**config.mk**
```make
export PLATFORM = sky130hd
export DESIGN_NAME = brc_ctrl
export DESIGN_NICKNAME = d
export VERILOG_FILES = /design/src/brc_pkg.sv /design/src/brc_ctrl.sv
export SDC_FILE = /design/constraint.sdc
export NUM_CORES = 1
export LEC_CHECK = 0
export ABC_AREA = 1
export BUFFER_PORTS_ARGS = -buffer_cell sky130_fd_sc_hd__buf_4
export CAP_MARGIN = 40
export CORE_ASPECT_RATIO = 1.4
export CORE_MARGIN = 8
export CORE_UTILIZATION = 55
export CTS_CLUSTER_DIAMETER = 30
export CTS_CLUSTER_SIZE = 24
export DETAILED_ROUTE_END_ITERATION = 8
export PLACE_DENSITY = 0.8
export SETUP_SLACK_MARGIN = 0.02
export SLEW_MARGIN = 0
export SYNTH_ARGS = -nofsm -noshare
export SYNTH_HDL_FRONTEND = slang
export SYNTH_SLANG_ARGS = --single-unit
```
**constraint.sdc**
```tcl
create_clock -name clk_i -period 7.5 [get_ports clk_i]
set_clock_uncertainty 0.15 [all_clocks]
set_input_delay 0.375 -clock clk_i [delete_from_list [all_inputs] [get_ports clk_i]]
set_output_delay 0.375 -clock clk_i [all_outputs]
set_load 0.02 [all_outputs]
```
**src/brc_pkg.sv**
```systemverilog
// Constants, register map and carrier types of the regulator control block.
// Assumes a 250 MHz system clock and a Wishbone bus with 32-bit data.
package brc_pkg;
	// ==========================================================
	// Clock and timing.
	localparam int CLK_PS = 4000;
	localparam int EN_DELAY_US = 5000;
	localparam int EN_DELAY_CYC = EN_DELAY_US * (1000000 / CLK_PS);
	localparam int RETRY_US = 1700;
	localparam int RETRY_CYC = RETRY_US * (1000000 / CLK_PS);
	localparam int OVP_FILT_NS = 1000;
	localparam int OVP_FILT_CYC = (OVP_FILT_NS * 1000 + CLK_PS - 1) / CLK_PS;
	// Fastest rising slew, and the output step it has to pace.
	localparam int SLEW_MAX_UV_PER_US = 64000;
	localparam int STEP_UV = 6250;
	localparam int STEP_PS = STEP_UV * 1000 / (SLEW_MAX_UV_PER_US / 1000);
	localparam int STEP_CYC = (STEP_PS + CLK_PS - 1) / CLK_PS;
	localparam int VOUT_BASE_UV = 350000;
	localparam logic [2:0] SS_SLEW = 3'h3;
	localparam logic [4:0] ILIM_RUN = 5'h10;
	// ==========================================================
	// Register indices; byte address is four times the index.
	localparam logic [2:0] IDX_VLO = 3'h0;
	localparam logic [2:0] IDX_VHI = 3'h1;
	localparam logic [2:0] IDX_CTRL = 3'h2;
	localparam logic [2:0] IDX_MON = 3'h5;
	localparam int EN_BIT = 7;
	localparam int DIS_BIT = 7;
	localparam int SLEW_LSB = 4;
	localparam int MODE_LO_BIT = 0;
	localparam int MODE_HI_BIT = 1;
	localparam logic [7:0] VLO_RST = 8'h88;
	localparam logic [7:0] VHI_RST = 8'h98;
	localparam logic [7:0] CTRL_RST = 8'h82;
	// ==========================================================
	// Carriers.
	typedef struct packed {
		logic at_tgt;
		logic cyc;
		logic ilim;
		logic otp;
		logic ovp;
		logic uvlo;
		logic voltage_select_pin;
		logic en;
	} brc_pins_t;
	typedef struct packed {
		logic on;
		logic hiz;
		logic hs_off;
		logic sync_rect;
		logic pfm;
		logic dischg;
	} brc_drive_t;
endpackage

```
**src/brc_ctrl.sv**
```systemverilog
// Digital control of a programmable step-down regulator.
// Assumes asynchronous pin and comparator inputs and a classic Wishbone master.
// Functional notes
// Enable pin low forces shutdown regardless of select pin and software enables.
// Pin high follows selected register enable; low select auto mode, high forced PWM.
// Registers keep contents and stay accessible while the enable pin is low.
// Power-on reset returns every register, both voltage registers included, to default.
// Both software enable bits reset high so the regulator starts either way.
// Discharge bit set and pin or selected enable low connects output discharge.
// Enable with software enable starts soft-start; delayed variant waits 5 ms first.
// Soft-start ramps the reference slowly with synchronous rectification inhibited.
// Current threshold reached turns the high-side switch off for that cycle.
// Sixteen consecutive limited cycles shut down tri-stated, wait 1700 us, retry.
// Limit counter clears on an unlimited cycle and on shutdown or restart.
// Target voltage is 0.35 V plus code times 6.25 mV.
// Select pin low picks the low register, high picks the high register.
// Rising transitions paced by three-bit slew code, 64 mV/us halving per code.
// Falling transitions stop switching until the output reaches the new target.
// PFM enable comes from control mode bits combined with the select pin.
// Under-voltage indication holds the converter inactive while the pin is high.
// Filtered over-voltage indication stops switching.
// Thermal indication disables switching until it clears.
// Host may reprogram voltage, mode, slew and enable at any time.
// Voltage register bit 7 is software enable, bits 6:0 the voltage code.
`timescale 1ns/10ps
`default_nettype none
module brc_ctrl #(
	parameter int EN_DELAY_CYC = brc_pkg::EN_DELAY_CYC,
	parameter int RETRY_CYC = brc_pkg::RETRY_CYC,
	parameter bit DELAYED_START = 1'b0
) (
	input wire logic clk_i,
	input wire logic rst_i,
	input wire logic cyc_i,
	input wire logic stb_i,
	input wire logic we_i,
	input wire logic [7:0] adr_i,
	input wire logic [3:0] sel_i,
	input wire logic [31:0] dat_i,
	output logic [31:0] dat_o,
	output logic ack_o,
	input wire brc_pkg::brc_pins_t pins_i,
	output brc_pkg::brc_drive_t drive_o,
	output logic [6:0] ref_code_o,
	output logic [20:0] ref_uv_o
);
	typedef enum logic [2:0] {
		ST_OFF, ST_DELAY, ST_SOFT, ST_REG, ST_FALL, ST_RETRY
	} brc_state_t;

	// ==========================================================
	// Input synchronisers.
	brc_pkg::brc_pins_t sync1, pin;
	genvar g;
	generate
		for (g = 0; g < 8; g++) begin : g_sync
			always_ff @(posedge clk_i) begin
				if (rst_i) begin
					sync1[g] <= 1'b0;
					pin[g] <= 1'b0;
				end else begin
					sync1[g] <= pins_i[g];
					pin[g] <= sync1[g];
				end
			end
		end
	endgenerate

	// ==========================================================
	// Registers.
	logic [7:0] vreg_lo, vreg_hi, ctrl;
	logic wr;
	brc_state_t state, next_state;
	logic ovp_f, cl_hit;
	logic [6:0] ref_code;
	assign wr = cyc_i & stb_i & we_i & ack_o & sel_i[0];

	// Writes land at the edge that sees ack, whatever the pins show.
	always_ff @(posedge clk_i) begin
		if (rst_i) begin
			vreg_lo <= brc_pkg::VLO_RST;
			vreg_hi <= brc_pkg::VHI_RST;
			ctrl <= brc_pkg::CTRL_RST;
		end else if (wr) begin
			case (adr_i[4:2])
				brc_pkg::IDX_VLO: vreg_lo <= dat_i[7:0];
				brc_pkg::IDX_VHI: vreg_hi <= dat_i[7:0];
				brc_pkg::IDX_CTRL: ctrl <= dat_i[7:0];
				default: ;
			endcase
		end
	end

	logic regulating, fault;
	logic [7:0] monitor;
	assign monitor = {regulating, ovp_f, pin.otp, pin.uvlo,
		state == ST_RETRY, state == ST_FALL, 1'b0, regulating};

	always_ff @(posedge clk_i) begin
		if (rst_i) begin
			ack_o <= 1'b0;
			dat_o <= 32'h0;
		end else begin
			ack_o <= cyc_i & stb_i & ~ack_o;
			dat_o <= 32'h0;
			if (cyc_i & stb_i & ~ack_o & ~we_i) begin
				case (adr_i[4:2])
					brc_pkg::IDX_VLO: dat_o <= {24'h0, vreg_lo};
					brc_pkg::IDX_VHI: dat_o <= {24'h0, vreg_hi};
					brc_pkg::IDX_CTRL: dat_o <= {24'h0, ctrl};
					brc_pkg::IDX_MON: dat_o <= {24'h0, monitor};
					default: dat_o <= 32'h0;
				endcase
			end
		end
	end

	// ==========================================================
	// Selection and enables.
	logic [7:0] voltage_select_pin_reg;
	logic sel_en, run_req, forced, switching;
	logic [6:0] target;
	logic [2:0] slew;
	assign voltage_select_pin_reg = pin.voltage_select_pin ? vreg_hi : vreg_lo;
	assign sel_en = voltage_select_pin_reg[brc_pkg::EN_BIT];
	assign target = voltage_select_pin_reg[6:0];
	assign run_req = pin.en & sel_en;
	assign forced = pin.voltage_select_pin ? ctrl[brc_pkg::MODE_HI_BIT] : ctrl[brc_pkg::MODE_LO_BIT];
	assign slew = ctrl[brc_pkg::SLEW_LSB +: 3];
	assign fault = pin.uvlo | ovp_f | pin.otp;
	assign switching = (state == ST_SOFT) | (state == ST_REG);
	assign regulating = (state == ST_REG) & ~fault;

	// ==========================================================
	// Over-voltage filter: a spike shorter than the window is ignored.
	logic [8:0] ovp_cnt;
	always_ff @(posedge clk_i) begin
		if (rst_i) begin
			ovp_cnt <= 9'h0;
			ovp_f <= 1'b0;
		end else if (!pin.ovp) begin
			ovp_cnt <= 9'h0;
			ovp_f <= 1'b0;
		end else if (ovp_cnt == 9'(brc_pkg::OVP_FILT_CYC - 1)) begin
			ovp_f <= 1'b1;
		end else begin
			ovp_cnt <= ovp_cnt + 9'h1;
		end
	end

	// ==========================================================
	// Current limit per switching cycle.
	logic cyc_d, cyc_rise, ilim_trip;
	logic [4:0] ilim_cnt;
	assign cyc_rise = pin.cyc & ~cyc_d;
	assign ilim_trip = cyc_rise & cl_hit & (ilim_cnt == brc_pkg::ILIM_RUN - 5'h1);
	always_ff @(posedge clk_i) begin
		if (rst_i) begin
			cyc_d <= 1'b0;
			cl_hit <= 1'b0;
			ilim_cnt <= 5'h0;
		end else begin
			cyc_d <= pin.cyc;
			if (!switching) begin
				cl_hit <= 1'b0;
				ilim_cnt <= 5'h0;
			end else if (cyc_rise) begin
				cl_hit <= pin.ilim;
				ilim_cnt <= cl_hit ? ilim_cnt + 5'h1 : 5'h0;
			end else if (pin.ilim) begin
				cl_hit <= 1'b1;
			end
		end
	end

	// ==========================================================
	// Sequencer.
	logic [31:0] timer;
	logic ramp_done;
	assign ramp_done = ref_code >= target;
	always_comb begin
		next_state = state;
		case (state)
			ST_OFF: begin
				if (run_req && !fault) begin
					next_state = DELAYED_START ? ST_DELAY : ST_SOFT;
				end
			end
			ST_DELAY: begin
				if (timer == 32'(EN_DELAY_CYC - 1)) begin
					next_state = ST_SOFT;
				end
			end
			ST_SOFT: begin
				if (ramp_done) begin
					next_state = ST_REG;
				end
			end
			ST_REG: begin
				if (ref_code > target) begin
					next_state = ST_FALL;
				end
			end
			ST_FALL: begin
				if (pin.at_tgt) begin
					next_state = ST_REG;
				end
			end
			ST_RETRY: begin
				if (timer == 32'(RETRY_CYC - 1)) begin
					next_state = ST_SOFT;
				end
			end
			default: next_state = ST_OFF;
		endcase
		if (ilim_trip) begin
			next_state = ST_RETRY;
		end
		if (!run_req || fault) begin
			next_state = ST_OFF;
		end
	end

	always_ff @(posedge clk_i) begin
		if (rst_i) begin
			state <= ST_OFF;
			timer <= 32'h0;
		end else begin
			state <= next_state;
			timer <= (next_state == state) ? timer + 32'h1 : 32'h0;
		end
	end

	// ==========================================================
	// Reference ramp; soft-start uses a fixed slow rate.
	logic [11:0] step_cnt, step_len;
	assign step_len = 12'(brc_pkg::STEP_CYC) << (state == ST_SOFT ? brc_pkg::SS_SLEW : slew);
	always_ff @(posedge clk_i) begin
		if (rst_i) begin
			ref_code <= 7'h0;
			step_cnt <= 12'h0;
		end else if (!switching && state != ST_FALL) begin
			ref_code <= 7'h0;
			step_cnt <= 12'h0;
		end else if (ref_code > target) begin
			ref_code <= target;
			step_cnt <= 12'h0;
		end else if (ref_code < target) begin
			if (step_cnt >= step_len - 12'h1) begin
				step_cnt <= 12'h0;
				ref_code <= ref_code + 7'h1;
			end else begin
				step_cnt <= step_cnt + 12'h1;
			end
		end else begin
			step_cnt <= 12'h0;
		end
	end

	// ==========================================================
	// Registered outputs.
	always_ff @(posedge clk_i) begin
		if (rst_i) begin
			drive_o <= '0;
			ref_code_o <= 7'h0;
			ref_uv_o <= 21'(brc_pkg::VOUT_BASE_UV);
		end else begin
			drive_o.on <= switching | (state == ST_FALL);
			drive_o.hiz <= ~switching;
			drive_o.hs_off <= switching & (pin.ilim | cl_hit);
			drive_o.sync_rect <= state == ST_REG;
			drive_o.pfm <= (state == ST_REG) & ~forced;
			drive_o.dischg <= ctrl[brc_pkg::DIS_BIT] & ~run_req;
			ref_code_o <= ref_code;
			ref_uv_o <= 21'(brc_pkg::VOUT_BASE_UV) + 21'(ref_code) * 21'(brc_pkg::STEP_UV);
		end
	end
endmodule
`default_nettype wire

```
==> summary.txt, run 1 <==
Status - finished, final reports clean
Hold Path Class - in2reg
Die width - 124 µm
Biggest area consumer among synthesized cells - dfxtp_1
Worst Setup EP - ref_uv_o[19]
Worst r2r src - ref_code[5]
Met3 GRT Util - 0.0562
CP startpoint - ref_code[5]
Post-synth EDFFs - 0
Synth top cells by count - nand2_1, nor2_1, inv_1
Seq/Total Area, Yosys - 0.336
Detailed Route WL - 20,700 µm
Initial antenna violation count - 0
Reg-to-reg endpoint - ref_uv_o[19]
# setup viols final - 0
Vias in the first global route - 7,982
Io pins - 124
Unrepaired setup endpoints after global routing - false
Most common flop cell mapped by yosys - dfxtp_1
Met1 Use GR - 0.212
Total Negative Setup Slacks - 0 ns
Avg Synthesized Cell Area - 7.05 µm²
Largest net degree at the start of global routing - 40
F_max - 0.243 GHz
Maximum VDD drop - 0.181 mV
R2R setup slack - 3.38 ns
Placed cell areas - 9550 µm²
First-pass GRT wire length - 34,800 µm
Fin. Hold Viols - 0
Rel. slew slack - 0.563
Core area - 16,100 µm²
Final Cycle Share - 0.549
Finished Cell Area - 10,200 µm²
Type of origin of the critical path - register
Synth unique cells - 45
Yosys warns - 0
Die area - 20,800 µm²
Nets@finish - 1,492
N_diodes - 0
TritonCTS Buffers - 17
Post-DR wirelength/cell - 13.3 µm
First-pass detailed-route iteration total - 5
Share of the synthesized area in the top cell type - 0.336
GR peak layer - met2
GR met2 Demand/Resource - 0.367
Layout cells sized above 1 - 0.0839
Post-route DRC - 0
Largest cells by area after synthesis - dfxtp_1, ha_1, nand2_1
GRT Overall Usage - 0.206
TritonCTS clock tree - built
Synth Instances - 1,275
Clk root buf - clkbuf_16
Starting Density - 0.559
R2R depth - 21
Most instantiated library cell after synthesis - nand2_1
MaxCap Viol Count - 0
Antenna-violating nets left - 0
#FFs+latches synth - 151
Worst-Skew Late Latency - 0.43 ns
Worst EP arrival - 4.30 ns
H-tree depth - 4
Worst-path clk slew - 0.07 ns
Area grow syn2layout - 12.9%
Clock buffer depth - 2
Die H - 167 µm
DP Wirelength - 16,000 µm
Synthesized cell area - 8990 µm²
Num rows - 55
First DRT Iteration DRCs - 453
Max FO, Critical Path - 7
GP Congestion - 0.888
Share of flip-flops with an asynchronous set or reset - 0
Data required time of the worst path - 7.68 ns
Final-report max-slew violation count - 0
Crit end category - register
Vias - 8,027
Via/cell ratio - 5.16
Leakage power - 0.00482 µW
# port buffers - 66
Cell area power density - 166 nW/µm²
Clk sinks - 151
Slew @ Worst Pin - 0.655 ns
Fin crit period - 4.12 ns
Critical path type - reg2reg
Remaining Overflow, GRT - 0
[worst min path at each step]
stage          slack, ns      start  cells past startpoint         end
6_report            0.01  pins_i[4]                      3    sync1[4]
4_1_cts            0.007  pins_i[4]                      3    sync1[4]
5_1_grt             0.01  pins_i[4]                      3    sync1[4]
2_1_floorplan       0.24   sync1[2]                      2  monitor[4]
3_3_place_gp        0.24   sync1[5]                      2      pin[5]
3_5_place_dp        0.25   sync1[3]                      2      pin[3]
[registers in the layout, indices dropped and copies added, names as in the netlist, 2 cells and up]
signal	flops
timer	32
ref_uv_o	18
step_cnt	12
ovp_cnt	9
ctrl	8
dat_o	8
sync1	8
vreg_hi	8
vreg_lo	8
ref_code	7
ref_code_o	7
drive_o	6
pin	6
ilim_cnt	5
state	3
monitor	2
[routing by layer]
layer  wire length (µm)  part of all wire
met1               8040              0.39
met4                904             0.044
met2              10600              0.51
met5                  0                 0
met3               1110             0.054
[final cells by class]
| type | instances | area [µm²] |
|---|---|---|
| Clock inverter | 11 | 116 |
| Sequential cell | 151 | 3020 |
| Clock buffer | 20 | 437 |
| Fill cell | 1459 | 5950 |
| Timing Repair Buffer | 72 | 553 |
| Tap cell | 199 | 249 |
| Multi-Input combinational cell | 904 | 5020 |
| Inverter | 200 | 751 |
[kinds of logic (layout without fill, tap and decap cells)]
logic type                 count (synthesis)  after routing  share of synthesized area
and+or+nand+nor                          595            595                      0.278
buffers and inverters                    244            303                      0.116
DFF                                      151            151                      0.336
AOI/OAI and AO/OA                        140            140                     0.0872
adders and majority gates                 89             89                      0.129
xor gates and xnor gates                  50             50                     0.0487
muxes                                      5              5                    0.00556
other                                      1             25                   0.000417
[cells in the final DEF, fill, tap and decap left out, types with 2 or more instances in the layout]
| cell | n |
|---|---|
| nand3_2 | 2 |
| nor2_2 | 5 |
| or2_2 | 3 |
| nor4_1 | 2 |
| o211ai_1 | 6 |
| ha_1 | 83 |
| nand2_1 | 250 |
| fa_1 | 6 |
| buf_4 | 67 |
| o22ai_1 | 10 |
| inv_2 | 2 |
| nor4_2 | 2 |
| a211oi_1 | 2 |
| clkinv_4 | 2 |
| o21a_1 | 4 |
| xor2_1 | 40 |
| inv_1 | 198 |
| nand4_1 | 13 |
| o21ai_0 | 47 |
| dfxtp_1 | 151 |
| a21oi_1 | 57 |
| nor3_1 | 19 |
| nor2_1 | 214 |
| clkinvlp_4 | 3 |
| conb_1 | 25 |
| dlygate4sd3_1 | 5 |
| nand3_1 | 69 |
| clkbuf_1 | 3 |
| mux2i_1 | 5 |
| nor3b_1 | 3 |
| clkbuf_16 | 17 |
| xnor2_1 | 10 |
| inv_6 | 4 |
| nand2_2 | 2 |
| nand3b_1 | 7 |
| nor3_2 | 2 |
| a221oi_1 | 5 |
[stage by stage]
step | hold WS [ns] | cells | total power [µW] | util | setup slack, ns
2_1_floorplan | 0.238 | 1299 | 886 | - | 3.85
6_report | 0.0138 | 1557 | 1690 | 0.630 | 3.38
4_1_cts | 0.00651 | 1557 | 1700 | 0.630 | 3.39
3_5_place_dp | 0.248 | 1521 | 897 | 0.593 | 3.42
3_3_place_gp | 0.242 | 1521 | 895 | 0.593 | 3.47
5_1_grt | 0.0146 | 1557 | 1740 | 0.630 | 3.00
[critical path, cell delays in order (launching register included)]
cell and delay (ns):
dfxtp_1 0.50, inv_1 0.17, ha_1 0.31, inv_1 0.04, ha_1 0.32, ha_1 0.32
fa_1 0.47, ha_1 0.37, nand2_1 0.13, inv_1 0.05, a21oi_1 0.19, nand2_1 0.10
nand2_1 0.08, nand3_1 0.07, nand2_1 0.07, nand2_1 0.08, inv_1 0.13, nor2_1 0.06
nor2_1 0.20, nand3_1 0.11, nand2_1 0.08, inv_1 0.03
[what timing repair did]
item,in CTS,in global routing
setup buffers,0,0
resized for setup,0,0
hold buffers,5,0
endpoints found under the hold margin,5,0
endpoints found under the setup margin,0,0
[power by group]
| group | total [µW] | switching [µW] | internal (µW) |
|---|---|---|---|
| logic | 67.8 | 45.7 | 22.0 |
| clock network | 808 | 347 | 461 |
| registers | 814 | 4.35 | 809 |
No activity file was read; power rests on OpenSTA's default activity.
==> run 2: changes to the inputs <==
--- a/config.mk
+++ b/config.mk
@@ -10,7 +10,7 @@
 export CAP_MARGIN = 40
 export CORE_ASPECT_RATIO = 1.4
 export CORE_MARGIN = 8
-export CORE_UTILIZATION = 55
+export CORE_UTILIZATION = 53
 export CTS_CLUSTER_DIAMETER = 30
 export CTS_CLUSTER_SIZE = 24
 export DETAILED_ROUTE_END_ITERATION = 8
==> constraint.sdc (replaced) <==
create_clock -name clk_i -period 3.7 [get_ports clk_i]
set_clock_uncertainty 0.15 [all_clocks]
set_input_delay 0.185 -clock clk_i [delete_from_list [all_inputs] [get_ports clk_i]]
set_output_delay 0.185 -clock clk_i [all_outputs]
set_load 0.02 [all_outputs]
==> run 2 against run 1 <==
Count of clock-buffer cells in the layout down 1. Global-route usage is 0.23 points higher. Fmax up 15%. Total power grew 110%. Clock power is 120% higher. Largest cell class unchanged.
==> summary.txt, run 2 (synthesis results as in run 1) <==
Worst-Skew Late Latency - 0.43 ns (about the same)
Met2 routed WL - 11,900 µm (+12%)
First-pass detailed-route iteration total - 5 (unchanged)
Maximum VDD drop - 0.275 mV (+52%)
Cell area power density - 324 nW/µm² (+95%)
First-pass GRT wire length - 36,600 µm (+4.9%)
Largest net degree at the start of global routing - 39 (-2.5%)
Worst EP arrival - 3.78 ns (-0.52 ns)
Vias in the first global route - 8,371 (+4.9%)
TritonCTS clock tree - built
Largest regs - timer x32, ref_uv_o x18, step_cnt x12
Antenna-violating nets left - 0 (unchanged)
Top delay family on crit path - adder cells
Total Negative Setup Slacks - 0 ns (unchanged)
WL met1 - 8680 µm (+8.0%)
N_diodes - 0 (unchanged)
Critical path type - reg2reg
Worst path cell trace - ha_4, xor2_1, ha_1, a21o_1, fa_1, ha_4, ha_4, nand2_4, inv_1, nand2_1, nand2_1, nand2_1, nand3_2, nand2_2, nand2_1, nand2_1, nand2_2, nor2_2, nor2_2, nand3_1, nand2_1, inv_1
DP Wirelength - 16,600 µm (+3.9%)
Status - finished, final reports clean
Io pins - 124 (unchanged)
Hold Path Class - in2reg
Vias - 8,395 (+4.6%)
H-tree depth - 4 (unchanged)
Remaining Overflow, GRT - 0 (unchanged)
Leakage power - 0.00510 µW (+5.8%)
Die area - 21,500 µm² (+3.3%)
# port buffers - 66 (unchanged)
Most flops, register - timer
Top sig layer - met4
Final-report max-slew violation count - 0 (unchanged)
Type of origin of the critical path - register
Core area - 16,700 µm² (+3.6%)
Data required time of the worst path - 3.88 ns (-3.80 ns)
Worst r2r src - ref_code[6]
Most frequent CP cell - nand2_1
GP Congestion - 0.882 (-0.69%)
Most frequent cells in the layout - nand2_1, nor2_1, inv_1
Fin. Hold Viols - 0 (unchanged)
Worst-path clk slew - 0.06 ns (about the same)
Clk root buf - clkbuf_16
Clock buffer depth - 2 (unchanged)
# setup viols final - 0 (unchanged)
Critical path buffers and inverters - 2 (-3)
Hold Startpoint - rst_i
Detailed Route WL - 22,800 µm (+11%)
Crit path max-delay cell type - fa_1
Max FO, Critical Path - 5 (-2)
Nets@finish - 1,542 (+3.4%)
F_max - 0.278 GHz (+15%)
First DRT Iteration DRCs - 481 (+6.2%)
CP startpoint - ref_code[6]
MaxCap Viol Count - 0 (unchanged)
Crit end category - register
Fin crit period - 3.60 ns (-0.523 ns)
Num rows - 56 (+1.8%)
Post-DR wirelength/cell - 14.2 µm (+6.9%)
Area grow syn2layout - 23.2%
Clk sinks - 151 (unchanged)
Die width - 126 µm (+1.6%)
Placed cell areas - 9810 µm² (+2.7%)
Unrepaired setup endpoints after global routing - true
Max reg flops - 32 (unchanged)
Rel. slew slack - 0.587 (+0.0244)
TritonCTS Buffers - 17 (unchanged)
GRT Overall Usage - 0.209 (+0.00226)
Commonest non-fill, non-tap cell in the layout - nand2_1
Post-route DRC - 0 (unchanged)
Via/cell ratio - 5.21 (+1.1%)
Finished Cell Area - 11,100 µm² (+9.2%)
Initial antenna violation count - 0 (unchanged)
CP max stage delay - 0.57 ns (+0.07 ns)
Starting Density - 0.539 (-0.0192)
Slew @ Worst Pin - 0.619 ns (-0.0359 ns)
Final Cycle Share - 0.972 (+0.423)
Layout cells sized above 1 - 0.181 (+0.0972)
Fin util - 0.665 (+0.0342)
Final hold slack - 0.0291 ns (+0.0153 ns)
Die H - 170 µm (+1.7%)
Met3 WL - 1000 µm (-9.6%)
==> run 2: changes by cell type in the layout (fill, tap and decap cells not counted), sizes merged <==
| cell | previous run | this run |
|---|---|---|
| buf | 67 | 104 |
| inv | 205 | 206 |
| dlygate4sd3 | 5 | 18 |
| clkinv | 2 | 0 |
| clkbuf | 20 | 19 |
| bufinv | 1 | 3 |
==> run 2: report_power, final <==
part / leakage [µW] / switching [µW] / internal, µW
Sequential: 0.00123 / 8.87 / 1640
Combinational: 0.00359 / 97.3 / 55.0
Clock: 0.000283 / 718 / 1070
Total: 0.00510 / 824 / 2760
==> run 2: cell type report <==
class,count,area (µm²)
Clock buffer,19,433
Clock inverter,12,168
Fill cell,1392,5590
Inverter,200,751
Multi-Input combinational cell,904,5480
Sequential cell,151,3040
Tap cell,203,254
Timing Repair Buffer,122,961
==> run 2: per-stage QoR <==
stage | worst slack (ns) | total power, µW | cells
2_1_floorplan | 0.0475 | 1800 | 1299
3_3_place_gp | -0.0169 | 1820 | 1559
3_5_place_dp | -0.0804 | 1820 | 1559
4_1_cts | 0.0218 | 3620 | 1608
5_1_grt | -0.0912 | 3700 | 1611
6_report | 0.104 | 3590 | 1611
==> run 2: final timing paths <==
check | depth (start not counted) | slack (ns) | end
worst max register to register | 22 | 0.10 | ref_uv_o[19]
worst min-delay path | 2 | 0.03 | pin[5]
worst max-delay path | 22 | 0.10 | ref_uv_o[19]
worst min register to register | 2 | 0.25 | pin[5]
==> run 2: worst reg2reg max path: cells and delay by family, from the launching register on <==
kind	cells	cell delay, ns
simple gates	13	1.11
compound gates	1	0.17
fa+ha+maj	5	1.46
xor+xnor	1	0.14
buf+inv	2	0.09
flops	1	0.38
==> run 2: metal layers <==
layer  vias to the layer above  GRT usage
met5                         -          0
met4                         0      0.143
met3                        91     0.0451
met1                      3821      0.203
met2                       232      0.388
li1                       4251          -
==> run 2: repair_timing <==
action,CTS,global route
hold buffers,18,0
endpoints found under the setup margin,7,28
resized for setup,10,104
setup buffers,0,3
pin swaps,1,29
hold endpoints to repair,33,0
